--- config.mk ---
export PLATFORM = sky130hd
export DESIGN_NAME = ebm_master
export DESIGN_NICKNAME = d
export VERILOG_FILES = /design/src/hw/ebm_pkg.sv /design/src/hw/ebm_sync_if.sv /design/src/hw/ebm_master.sv /design/src/hw/ebm_sync.sv
export SDC_FILE = /design/constraint.sdc
export NUM_CORES = 1
export LEC_CHECK = 0
export BUFFER_PORTS_ARGS = -buffer_cell sky130_fd_sc_hd__buf_4
export CAP_MARGIN = 20
export CORE_MARGIN = 2
export CORE_UTILIZATION = 50
export CTS_CLUSTER_SIZE = 30
export DETAILED_ROUTE_END_ITERATION = 8
export PLACE_DENSITY = 0.78
export RECOVER_POWER = 50
export SETUP_SLACK_MARGIN = 0.3
export SLEW_MARGIN = 10
export SYNTH_ARGS = -nofsm -noshare
export SYNTH_HDL_FRONTEND = slang
export SYNTH_HIERARCHICAL = 1
export SYNTH_SLANG_ARGS = --single-unit
--- constraint.sdc ---
create_clock -name ref_clk -period 11.05 [get_ports ref_clk]
set_input_delay 0.5525 -clock ref_clk [delete_from_list [all_inputs] [get_ports ref_clk]]
set_output_delay 0.5525 -clock ref_clk [all_outputs]
set_load 0.01 [all_outputs]
--- src/hw/ebm_pkg.sv ---
// constants and types for the expansion-bus master acquire and release block
package ebm_pkg;
    localparam int unsigned REF_CLK_PERIOD_NS = 10;
    localparam logic [1:0]  REL_GAP_BCLK      = 2'h2;   // bus clocks between release and new request
    localparam logic [6:0]  GRANT_LOSS_MAX    = 7'h40;  // bus clocks allowed after grant withdrawal
    localparam logic [6:0]  GRANT_LOSS_FORCE  = 7'h38;  // abort point, leaves margin for release
    localparam int unsigned SYNC_W            = 6;
    // bit positions in the synchronised pin vector
    localparam int unsigned PIN_BCLK          = 0;
    localparam int unsigned PIN_GRANT_N       = 1;
    localparam int unsigned PIN_DAK2_N        = 2;
    localparam int unsigned PIN_RDY           = 3;
    localparam int unsigned PIN_ACK16_N       = 4;
    localparam int unsigned PIN_ACK32_N       = 5;

    typedef enum logic [2:0] {
        EBM_IDLE = 3'h0,
        EBM_REQ  = 3'h1,
        EBM_OWN  = 3'h3,
        EBM_STRT = 3'h2,
        EBM_WAIT = 3'h6,
        EBM_RELS = 3'h7,
        EBM_GAP  = 3'h5
    } ebm_state_e;

    typedef struct packed {
        logic        req;
        logic        m16;
        logic        ctlOe;
        logic        dataOe;
        logic [29:0] addr;
        logic [3:0]  be;
        logic        burst;
        logic        lock;
        logic        start;
        logic        mem;
        logic        write;
        logic [31:0] wdata;
    } ebm_bus_s;

    localparam ebm_bus_s BUS_RESET = '{default: '0};
endpackage

--- src/hw/ebm_sync_if.sv ---
// synchronised bus pins and bus clock edge events
`timescale 1ns/1ps
interface ebm_sync_if;
    import ebm_pkg::*;
    logic [SYNC_W-1:0] lvl;
    logic              rise;
    logic              fall;
    modport src (output lvl, output rise, output fall);
    modport dst (input  lvl, input  rise, input  fall);
endinterface

--- src/hw/ebm_master.sv ---
// bus master: request, grant, cycle start, completion and release of the expansion bus
`timescale 1ns/1ps
module ebm_master
    import ebm_pkg::*;
(
    input  wire logic        ref_clk,
    input  wire logic        rst,
    input  wire logic        cfgIsa,
    input  wire logic        cfgWide16,
    input  wire logic        bclk,
    input  wire logic        grant_n,
    input  wire logic        dak2_n,
    input  wire logic        slaveRdy,
    input  wire logic        ack16_n,
    input  wire logic        ack32_n,
    input  wire logic [31:0] dataIn,
    output logic             request_n,
    output logic             master16_n,
    output logic             master16Oe,
    output logic [31:2]      addrOut,
    output logic [3:0]       byteEn_n,
    output logic             burst_n,
    output logic             lock_n,
    output logic             start_n,
    output logic             memIo,
    output logic             writeRead,
    output logic             ctlOe,
    output logic [31:0]      dataOut,
    output logic             dataOe,
    input  wire logic        xferValid,
    output logic             xferReady,
    input  wire logic [31:2] xferAddr,
    input  wire logic [3:0]  xferBe,
    input  wire logic        xferWrite,
    input  wire logic        xferMem,
    input  wire logic [31:0] xferWdata,
    input  wire logic        xferLast,
    input  wire logic        xferBurst,
    input  wire logic        xferLock,
    input  wire logic        xferSize16,
    output logic             doneValid,
    output logic [31:0]      doneRdata
);
    ebm_sync_if sy ();

    logic [31:0] dataMeta_r;
    logic [31:0] dataSync_r;

    ebm_sync u_sync (
        .ref_clk (ref_clk),
        .rst     (rst),
        .pinsRaw ({ack32_n, ack16_n, slaveRdy, dak2_n, grant_n, bclk}),
        .sy      (sy)
    );

    ebm_state_e  state_r,    state_nxt;
    ebm_bus_s    bus_r,      bus_nxt;
    logic        inBurst_r,  inBurst_nxt;
    logic        lastDone_r, lastDone_nxt;
    logic        lastCyc_r,  lastCyc_nxt;
    logic [1:0]  gapCnt_r,   gapCnt_nxt;
    logic [6:0]  lossCnt_r,  lossCnt_nxt;
    logic        done_r,     done_nxt;
    logic [31:0] rdata_r,    rdata_nxt;
    logic        granted;
    logic        cycEnd;
    logic        take;
    logic        relIdle;

    always_ff @(posedge ref_clk or posedge rst) begin
        if (rst) begin
            dataMeta_r <= '0;
            dataSync_r <= '0;
        end else begin
            dataMeta_r <= dataIn;
            dataSync_r <= dataMeta_r;
        end
    end

    assign granted = cfgIsa ? ~sy.lvl[PIN_DAK2_N] : ~sy.lvl[PIN_GRANT_N];
    assign cycEnd  = sy.rise & (sy.lvl[PIN_RDY] | ~sy.lvl[PIN_ACK16_N] | ~sy.lvl[PIN_ACK32_N]);
    assign relIdle = ~granted | (lastDone_r & ~xferValid);
    assign take    = (state_r == EBM_OWN) & sy.fall & ~relIdle & xferValid;

    always_comb begin
        state_nxt    = state_r;
        bus_nxt      = bus_r;
        inBurst_nxt  = inBurst_r;
        lastDone_nxt = lastDone_r;
        lastCyc_nxt  = lastCyc_r;
        gapCnt_nxt   = gapCnt_r;
        done_nxt     = 1'b0;
        rdata_nxt    = rdata_r;
        // waiting for a first grant is not a grant loss, so the request phase does not count
        lossCnt_nxt  = (granted || state_r == EBM_IDLE || state_r == EBM_REQ || state_r == EBM_GAP) ? 7'h00
                     : lossCnt_r + {6'h00, sy.rise};
        case (state_r)
            EBM_IDLE: begin
                if (xferValid) begin
                    bus_nxt.req  = 1'b1;
                    lastDone_nxt = 1'b0;
                    inBurst_nxt  = 1'b0;
                    state_nxt    = EBM_REQ;
                end
            end
            EBM_REQ: begin
                // request stays up until grant is sampled on a rise
                if (sy.rise && granted) begin
                    bus_nxt.m16 = cfgWide16;
                    state_nxt   = EBM_OWN;
                end
            end
            EBM_OWN: begin
                if (sy.fall && relIdle) begin
                    // idle release: everything floats before the next rise
                    bus_nxt       = BUS_RESET;
                    gapCnt_nxt    = 2'h0;
                    state_nxt     = EBM_GAP;
                end else if (take) begin
                    // drive on the falling edge after the grant rise
                    bus_nxt.ctlOe  = 1'b1;
                    bus_nxt.dataOe = xferWrite;
                    bus_nxt.addr   = xferAddr;
                    bus_nxt.be     = xferBe;
                    bus_nxt.mem    = xferMem;
                    bus_nxt.write  = xferWrite;
                    bus_nxt.wdata  = xferWdata;
                    bus_nxt.lock   = xferLock;
                    bus_nxt.burst  = xferBurst & inBurst_r;
                    bus_nxt.start  = 1'b1;
                    bus_nxt.m16    = cfgWide16 | xferSize16;
                    lastCyc_nxt    = xferLast;
                    inBurst_nxt    = xferBurst & ~xferLast;
                    state_nxt      = EBM_STRT;
                end
            end
            EBM_STRT: begin
                if (sy.rise) begin
                    bus_nxt.start = 1'b0;
                    state_nxt     = EBM_WAIT;
                end
            end
            EBM_WAIT: begin
                if (cycEnd || lossCnt_r >= GRANT_LOSS_FORCE) begin
                    done_nxt  = cycEnd;
                    rdata_nxt = dataSync_r;
                    if (lastCyc_r) begin
                        bus_nxt.m16  = 1'b0;
                        lastDone_nxt = 1'b1;
                    end
                    if (lastCyc_r || !granted) begin
                        // control floats at the ending rise, data waits for the fall
                        bus_nxt.ctlOe = 1'b0;
                        bus_nxt.burst = 1'b0;
                        bus_nxt.lock  = 1'b0;
                        state_nxt     = EBM_RELS;
                    end else begin
                        state_nxt = EBM_OWN;
                    end
                end
            end
            EBM_RELS: begin
                if (sy.fall) begin
                    bus_nxt    = BUS_RESET;
                    gapCnt_nxt = 2'h0;
                    state_nxt  = EBM_GAP;
                end
            end
            EBM_GAP: begin
                // release sits on a fall, so two more falls make two whole bus clocks
                if (sy.fall) begin
                    gapCnt_nxt = gapCnt_r + 2'h1;
                end
                if (gapCnt_r == REL_GAP_BCLK) begin
                    state_nxt = EBM_IDLE;
                end
            end
            default: begin
                bus_nxt   = BUS_RESET;
                state_nxt = EBM_IDLE;
            end
        endcase
    end

    always_ff @(posedge ref_clk or posedge rst) begin
        if (rst) begin
            state_r    <= EBM_IDLE;
            bus_r      <= BUS_RESET;
            inBurst_r  <= 1'b0;
            lastDone_r <= 1'b0;
            lastCyc_r  <= 1'b0;
            gapCnt_r   <= 2'h0;
            lossCnt_r  <= 7'h00;
            done_r     <= 1'b0;
            rdata_r    <= '0;
        end else begin
            state_r    <= state_nxt;
            bus_r      <= bus_nxt;
            inBurst_r  <= inBurst_nxt;
            lastDone_r <= lastDone_nxt;
            lastCyc_r  <= lastCyc_nxt;
            gapCnt_r   <= gapCnt_nxt;
            lossCnt_r  <= lossCnt_nxt;
            done_r     <= done_nxt;
            rdata_r    <= rdata_nxt;
        end
    end

    // isa mode drops the size line the moment acknowledge goes, not a cycle later
    logic m16Active;
    assign m16Active  = bus_r.m16 & ~(cfgIsa & sy.lvl[PIN_DAK2_N]);
    assign request_n  = ~bus_r.req;
    assign master16_n = ~m16Active;
    assign master16Oe = m16Active;
    assign addrOut    = bus_r.addr;
    assign byteEn_n   = ~bus_r.be;
    assign burst_n    = ~bus_r.burst;
    assign lock_n     = ~bus_r.lock;
    assign start_n    = ~bus_r.start;
    assign memIo      = bus_r.mem;
    assign writeRead  = bus_r.write;
    assign ctlOe      = bus_r.ctlOe;
    assign dataOut    = bus_r.wdata;
    assign dataOe     = bus_r.dataOe;
    assign xferReady  = take;
    assign doneValid  = done_r;
    assign doneRdata  = rdata_r;

    // helper: bus clock falls since the request was last dropped
    logic [1:0] relFall_r;
    always_ff @(posedge ref_clk or posedge rst) begin
        if (rst) begin
            relFall_r <= 2'h3;
        end else if (bus_r.req) begin
            relFall_r <= 2'h0;
        end else if (sy.fall && relFall_r != 2'h3) begin
            relFall_r <= relFall_r + 2'h1;
        end
    end
endmodule

--- src/hw/ebm_sync.sv ---
// two-flop synchroniser for the bus pins with bus clock edge detection
`timescale 1ns/1ps
module ebm_sync
    import ebm_pkg::*;
(
    input  wire logic              ref_clk,
    input  wire logic              rst,
    input  wire logic [SYNC_W-1:0] pinsRaw,
    ebm_sync_if.src                sy
);
    logic [SYNC_W-1:0] meta_r;
    logic [SYNC_W-1:0] stab_r;
    logic              bclkOld_r;

    // idle pin levels: active-low pins rest high
    localparam logic [SYNC_W-1:0] PIN_IDLE = 6'h36;

    always_ff @(posedge ref_clk or posedge rst) begin
        if (rst) begin
            meta_r    <= PIN_IDLE;
            stab_r    <= PIN_IDLE;
            bclkOld_r <= 1'b0;
        end else begin
            meta_r    <= pinsRaw;
            stab_r    <= meta_r;
            bclkOld_r <= stab_r[PIN_BCLK];
        end
    end

    // edges come from the second and third flops, never the first
    assign sy.lvl  = stab_r;
    assign sy.rise = stab_r[PIN_BCLK] & ~bclkOld_r;
    assign sy.fall = ~stab_r[PIN_BCLK] & bclkOld_r;
endmodule

==> results of run 1 <==
-- flip-flops by register name, summed over array words and instances (netlist names), 2 cells and up --
signal,flops
lossCnt_r,7
gapCnt_r,2
dataOut,32
doneRdata,32
addrOut,30
dataSync_r,32
bus_r,9
dataMeta_r,32
state_r,3
u_sync/meta_r,6
u_sync/sy.lvl,6
-- final timing paths --
kind                        startpoint          endpoint  slack, ps  cells past startpoint
setup / recovery                   rst         bus_r[35]       6230                      3
hold / removal                     rst  u_sync/meta_r[0]        150                      2
setup reg to reg      u_sync/sy.lvl[2]         inBurst_r       8440                      6
hold reg to reg         dataMeta_r[12]    dataSync_r[12]        350                      0
max in group ref_clk  u_sync/sy.lvl[2]         xferReady       7730                      5
min in group ref_clk           grant_n  u_sync/meta_r[1]        240                      1
-- critical path, cell delays in order --
cell and delay, ps:
clkbuf_1 100, clkinvlp_2 1400, clkbuf_1 2480
-- area by class of cell --
| cell class | instances | area share, % |
|---|---|---|
| inverter | 16 | 0.6755 |
| sequential | 199 | 54.98 |
| clock buffer | 18 | 4.839 |
| multi-input combinational | 206 | 18.29 |
| tap | 184 | 2.537 |
| timing repair buffer | 228 | 17.16 |
| clock inverter | 12 | 1.516 |
-- logic make-up (layout without fill, tap and decap cells) --
| group | Yosys count | count (layout) | share of synthesized area (%) |
|---|---|---|---|
| AO/OA/AOI/OAI | 103 | 103 | 11.34 |
| XOR/XNOR | 4 | 4 | 0.4784 |
| adder cells (fa/ha/maj) | 3 | 3 | 0.5125 |
| multiplexers | 39 | 39 | 6.030 |
| buffers and inverters | 103 | 274 | 9.259 |
| flip-flops | 199 | 199 | 68.12 |
| AND/OR/NAND/NOR | 57 | 57 | 4.253 |
-- cell usage in the layout (no fill, tap or decap), types with 11 or more instances in the layout --
master,instances
a22o_1,69
buf_4,149
clkbuf_1,41
clkbuf_16,17
clkbuf_4,38
dfrtp_1,191
inv_1,15
mux2_2,37
nand2_1,17
nor2_1,11
-- power by group --
part           internal (mW)  leakage (nW)  switching, mW
clock network          0.306         0.283          0.278
logic                  0.363          1.63          0.325
registers              0.929          2.52          0.135
total                   1.60          4.43          0.738
-- routing by layer --
metal,vias to the layer above,wire length [um]
met5,-,0
met1,2283,5933
met3,20,1115
li1,2029,-
met2,186,7411
met4,0,253
==> qor.json, run 1 <==
{
  "outcome": "finished with violations",
  "violations": "max-capacitance violations, max-slew violations",
  "timing.max_cap.violations": 2,
  "drt_first_pass_iters": 4,
  "synth.cell_area_sq_um": 7325,
  "min_period_ps": 4816,
  "min_period_over_period_pct": 43.58,
  "met3_usage_pct": 5.605,
  "end_kind": "asynchronous set/reset pin",
  "finalClockSkew_ps": 9.481,
  "critical_path_class": "in2async",
  "tritoncts": "done",
  "drt-initial-drc-count": 230,
  "finalHoldViolCount": 0,
  "ys_ff_latch": 199,
  "utilization_pct": 62.93,
  "post_synth.cell_area_avg_sq_um": 14.42,
  "finalMaxSlewViolations": 127,
  "die_area_sq_um": 15630,
  "yosys-top-cells-area": "dfrtp_1 (65%), a22o_1 (8.3%), buf_4 (7.3%)",
  "preCtsSetupSlack_ps": 7973,
  "cts_resized": 0,
  "final_design_area_no_fill_sq_um": 9076,
  "core_area_sq_um": 14420,
  "placed_cells_incl_taps": 832,
  "maximum_number_of_pins_on_one_net_before_global_route_repair": 125,
  "drive_gt1_share_pct": 39.76,
  "n_fill_cell": 1096,
  "number_of_antenna_violations_at_the_first_check_in_global_routing": 0,
  "drtAntennaViolNets": 0,
  "synth_top_cell_by_area": "dfrtp_1",
  "ir_worst_vdd_mv": 0.1288,
  "gp_congestion": 0.8814,
  "post-route-drc-count": 0,
  "cts.sink_count": 199,
  "number_of_i_o_port_buffers": 224,
  "antenna_cells": 0,
  "clock_slew_at_reported_path_ffs_ps": 70,
  "placement.cell_area_sq_um": 8653,
  "ctsRootBufferMaster": "clkbuf_16",
  "list_of_most_frequent_post_synthesis_cells": "dfrtp_1 (191), buf_4 (71), a22o_1 (69)",
  "synth.yosys.warnings": 6,
  "cell_count_after_synthesis": 508,
  "aggregate_routed_wire_length_mm": 14.71,
  "synth-edff-count": 0,
  "first_global_vias": 4641,
  "initial_utilization_pct": 50.78,
  "final_worst_setup_slack_ps": 6234,
  "ios": 225,
  "post-synth-top-count-cell": "dfrtp_1",
  "report.final.setup_viol": 0,
  "power.density_cell_area_nw_per_um2": 257.4,
  "overall_die_height_um": 125.0,
  "ctsLongestPathBuffers": 2,
  "finalHoldWorstSlack_ps": 149.2,
  "globalRoute.totalOverflow": 0,
  "holdCritPathClass": "in2async",
  "critical_path_peak_fanout": 68,
  "synth_async_sr_flop_share_pct": 100.0,
  "setup_tns_ps": 0,
  "synth.lib_cells_used.distinct": 45,
  "slew_headroom_pct": -126.1,
  "area_delta_synth_final_pct": 23.92,
  "global_route.peak_usage_layer": "met2",
  "instances_no_fill": 863,
  "worstPathArrival_ps": 4580,
  "wire_per_inst_um": 17.05,
  "syn-num-nets": 626,
  "route.detailed.vias_per_inst": 5.235,
  "crit_path_start_kind": "input pin",
  "cts_hold_buf": 0,
  "postSynth.topFlopCell": "dfrtp_1",
  "grt.met2_usage_pct": 32.13,
  "maxClockFrequency_ghz": 0.2076,
  "p_total_mw": 2.336,
  "fin_nets": 786,
  "synth_sequential_area_ratio_pct": 68.12,
  "leakagePower_nw": 4.427,
  "grt_setup_unrepaired": "no",
  "regArea_sq_um": 4990,
  "yosys.area.top_type_share_pct": 65.25,
  "clk-insertion-delay-late_ps": 420,
  "multiInputGateArea_sq_um": 1660,
  "cts_buf_count": 17,
  "worst_ep_required_time_ps": 10810,
  "total_grt_usage_pct": 19.31,
  "grt_pass1_wl_mm": 24.00,
  "grt_util_met1_pct": 24.47,
  "num_rows": 44,
  "hpwl_after_dpl_mm": 10.03,
  "h_tree_depth": 4,
  "vias": 4518,
  "max_slew.worst_pin.slew_ps": 3392,
  "fp.dieW_um": 125.0,
  "postCtsSetupRepairBufs": 0
}
Note: power is estimated with default switching activity, not from simulation.
==> run 2, diff against run 1 <==
==> constraint.sdc (replaced) <==
create_clock -name ref_clk -period 4.65 [get_ports ref_clk]
set_input_delay 0.2325 -clock ref_clk [delete_from_list [all_inputs] [get_ports ref_clk]]
set_output_delay 0.2325 -clock ref_clk [all_outputs]
set_load 0.01 [all_outputs]
==> qor.json, run 2 (synthesis gave the netlist of run 1 again) <==
{
  "critical_path_peak_fanout": 26,
  "initial_utilization_pct": 50.78,
  "post-route-drc-count": 0,
  "first_global_vias": 5052,
  "globalRoute.totalOverflow": 0,
  "critical_path.reg2reg.endpoint": "dataOut[25]",
  "finalHoldViolCount": 0,
  "timing.reg2reg.setup_slack_ps": 2000,
  "final_design_area_no_fill_sq_um": 9424,
  "postCtsSetupRepairBufs": 0,
  "gp_congestion": 0.8801,
  "critical_path_endpoint": "xferReady",
  "drt-initial-drc-count": 366,
  "violations": "max-capacitance violations, max-slew violations",
  "die_area_sq_um": 15630,
  "worst-r2r-cell-count": 4,
  "ir_worst_vdd_mv": 0.3745,
  "hpwl_after_dpl_mm": 10.29,
  "overall_die_height_um": 125.0,
  "placed_cells_incl_taps": 833,
  "setup_tns_ps": 0,
  "critical_path_class": "reg2out",
  "p_total_mw": 5.572,
  "path_cells": "nand2_1, nor4b_4, buf_4",
  "end_kind": "primary output",
  "ctsLongestPathBuffers": 2,
  "vias": 4763,
  "route.detailed.vias_per_inst": 5.200,
  "clock_slew_at_reported_path_ffs_ps": 80,
  "wire_per_inst_um": 17.90,
  "placement.cell_area_sq_um": 8672,
  "total_grt_usage_pct": 21.44,
  "area_delta_synth_final_pct": 28.66,
  "ctsRootBufferMaster": "clkbuf_16",
  "final_worst_setup_slack_ps": 1852,
  "number_of_antenna_violations_at_the_first_check_in_global_routing": 0,
  "drt_first_pass_iters": 4,
  "fp.dieW_um": 125.0,
  "min_period_over_period_pct": 60.17,
  "critical_path.max_stage_delay_ps": 880,
  "leakagePower_nw": 4.410,
  "worstSetupStartpoint": "state_r[1]",
  "slowest_cp_cell": "dfrtp_1",
  "num_rows": 44,
  "utilization_pct": 65.34,
  "min_delay_path_depth": 2,
  "power.density_cell_area_nw_per_um2": 591.3,
  "fin_nets": 837,
  "report.final.setup_viol": 0,
  "worstPathArrival_ps": 2570,
  "number_of_i_o_port_buffers": 224,
  "tritoncts": "done",
  "grt_setup_unrepaired": "no",
  "cts_buf_count": 17,
  "top_library_cells_by_usage_in_the_layout_fill_and_taps_aside": "dfrtp_1 (191), clkbuf_1 (110), buf_4 (81), a22o_1 (69), dlygate4sd3_1 (51)",
  "aggregate_routed_wire_length_mm": 16.40,
  "drtAntennaViolNets": 0,
  "finalHoldWorstSlack_ps": 17.39,
  "mostFrequentLayoutCell": "dfrtp_1",
  "finalClockSkew_ps": 14.22,
  "min_period_ps": 2798,
  "clk-insertion-delay-late_ps": 440,
  "critPathBufInv": 1,
  "core_area_sq_um": 14420,
  "cts.sink_count": 199,
  "holdCritPathClass": "in2reg",
  "ios": 225,
  "finalMaxSlewViolations": 187,
  "maximum_number_of_pins_on_one_net_before_global_route_repair": 187,
  "h_tree_depth": 4,
  "timing.critical_path.max_delay_family": "simple AND/OR/NAND/NOR gates",
  "outcome": "finished with violations",
  "drive_gt1_share_pct": 27.87,
  "preCtsSetupSlack_ps": 2014,
  "instances_no_fill": 916,
  "slew_headroom_pct": -61.54,
  "timing.max_cap.violations": 1,
  "maxClockFrequency_ghz": 0.3574,
  "antenna_cells": 0,
  "worst_ep_required_time_ps": 4420,
  "max_slew.worst_pin.slew_ps": 2423,
  "critical_path_depth": 3,
  "grt_pass1_wl_mm": 26.28,
  "rr_startpoint": "state_r[1]",
  "crit_path_start_kind": "flop"
}
run 2: worst min-delay path by stage:
stage | to | start
finish | dataOut[6] | xferWdata[6]
global route | dataOut[6] | xferWdata[6]
CTS | addrOut[16] | xferAddr[16]
detailed placement | u_sync/meta_r[3] | rst
global placement | u_sync/meta_r[3] | rst
floorplan | u_sync/bclkOld_r | rst
run 2: routing by layer:
metal | part of all wire [%] | global-route usage (%)
met5 | 0 | 0
met4 | 1.7 | 7.124
met3 | 7.0 | 5.691
met2 | 51 | 37.66
met1 | 40 | 25.83
run 2: layout make-up:
class | count | area, sq um
clock buffer | 18 | 439.2
clock inverter | 14 | 227.7
fill | 1111 | 5000
inverter | 16 | 63.81
multi-input combinational | 206 | 1664
sequential | 199 | 4990
tap | 184 | 230.2
timing repair buffer | 279 | 1809
run 2: power breakdown:
part | switching (mW) | internal, mW | leakage [nW]
Combinational | 0.778 | 0.676 | 1.57
Clock | 0.733 | 0.856 | 0.322
Sequential | 0.322 | 2.21 | 2.52
Total | 1.83 | 3.74 | 4.41
run 2: what timing repair did:
| action | 4_1_cts | 5_1_grt |
|---|---|---|
| resized for setup | 0 | 0 |
| hold endpoints to repair | 55 | 0 |
| hold buffers | 51 | 0 |
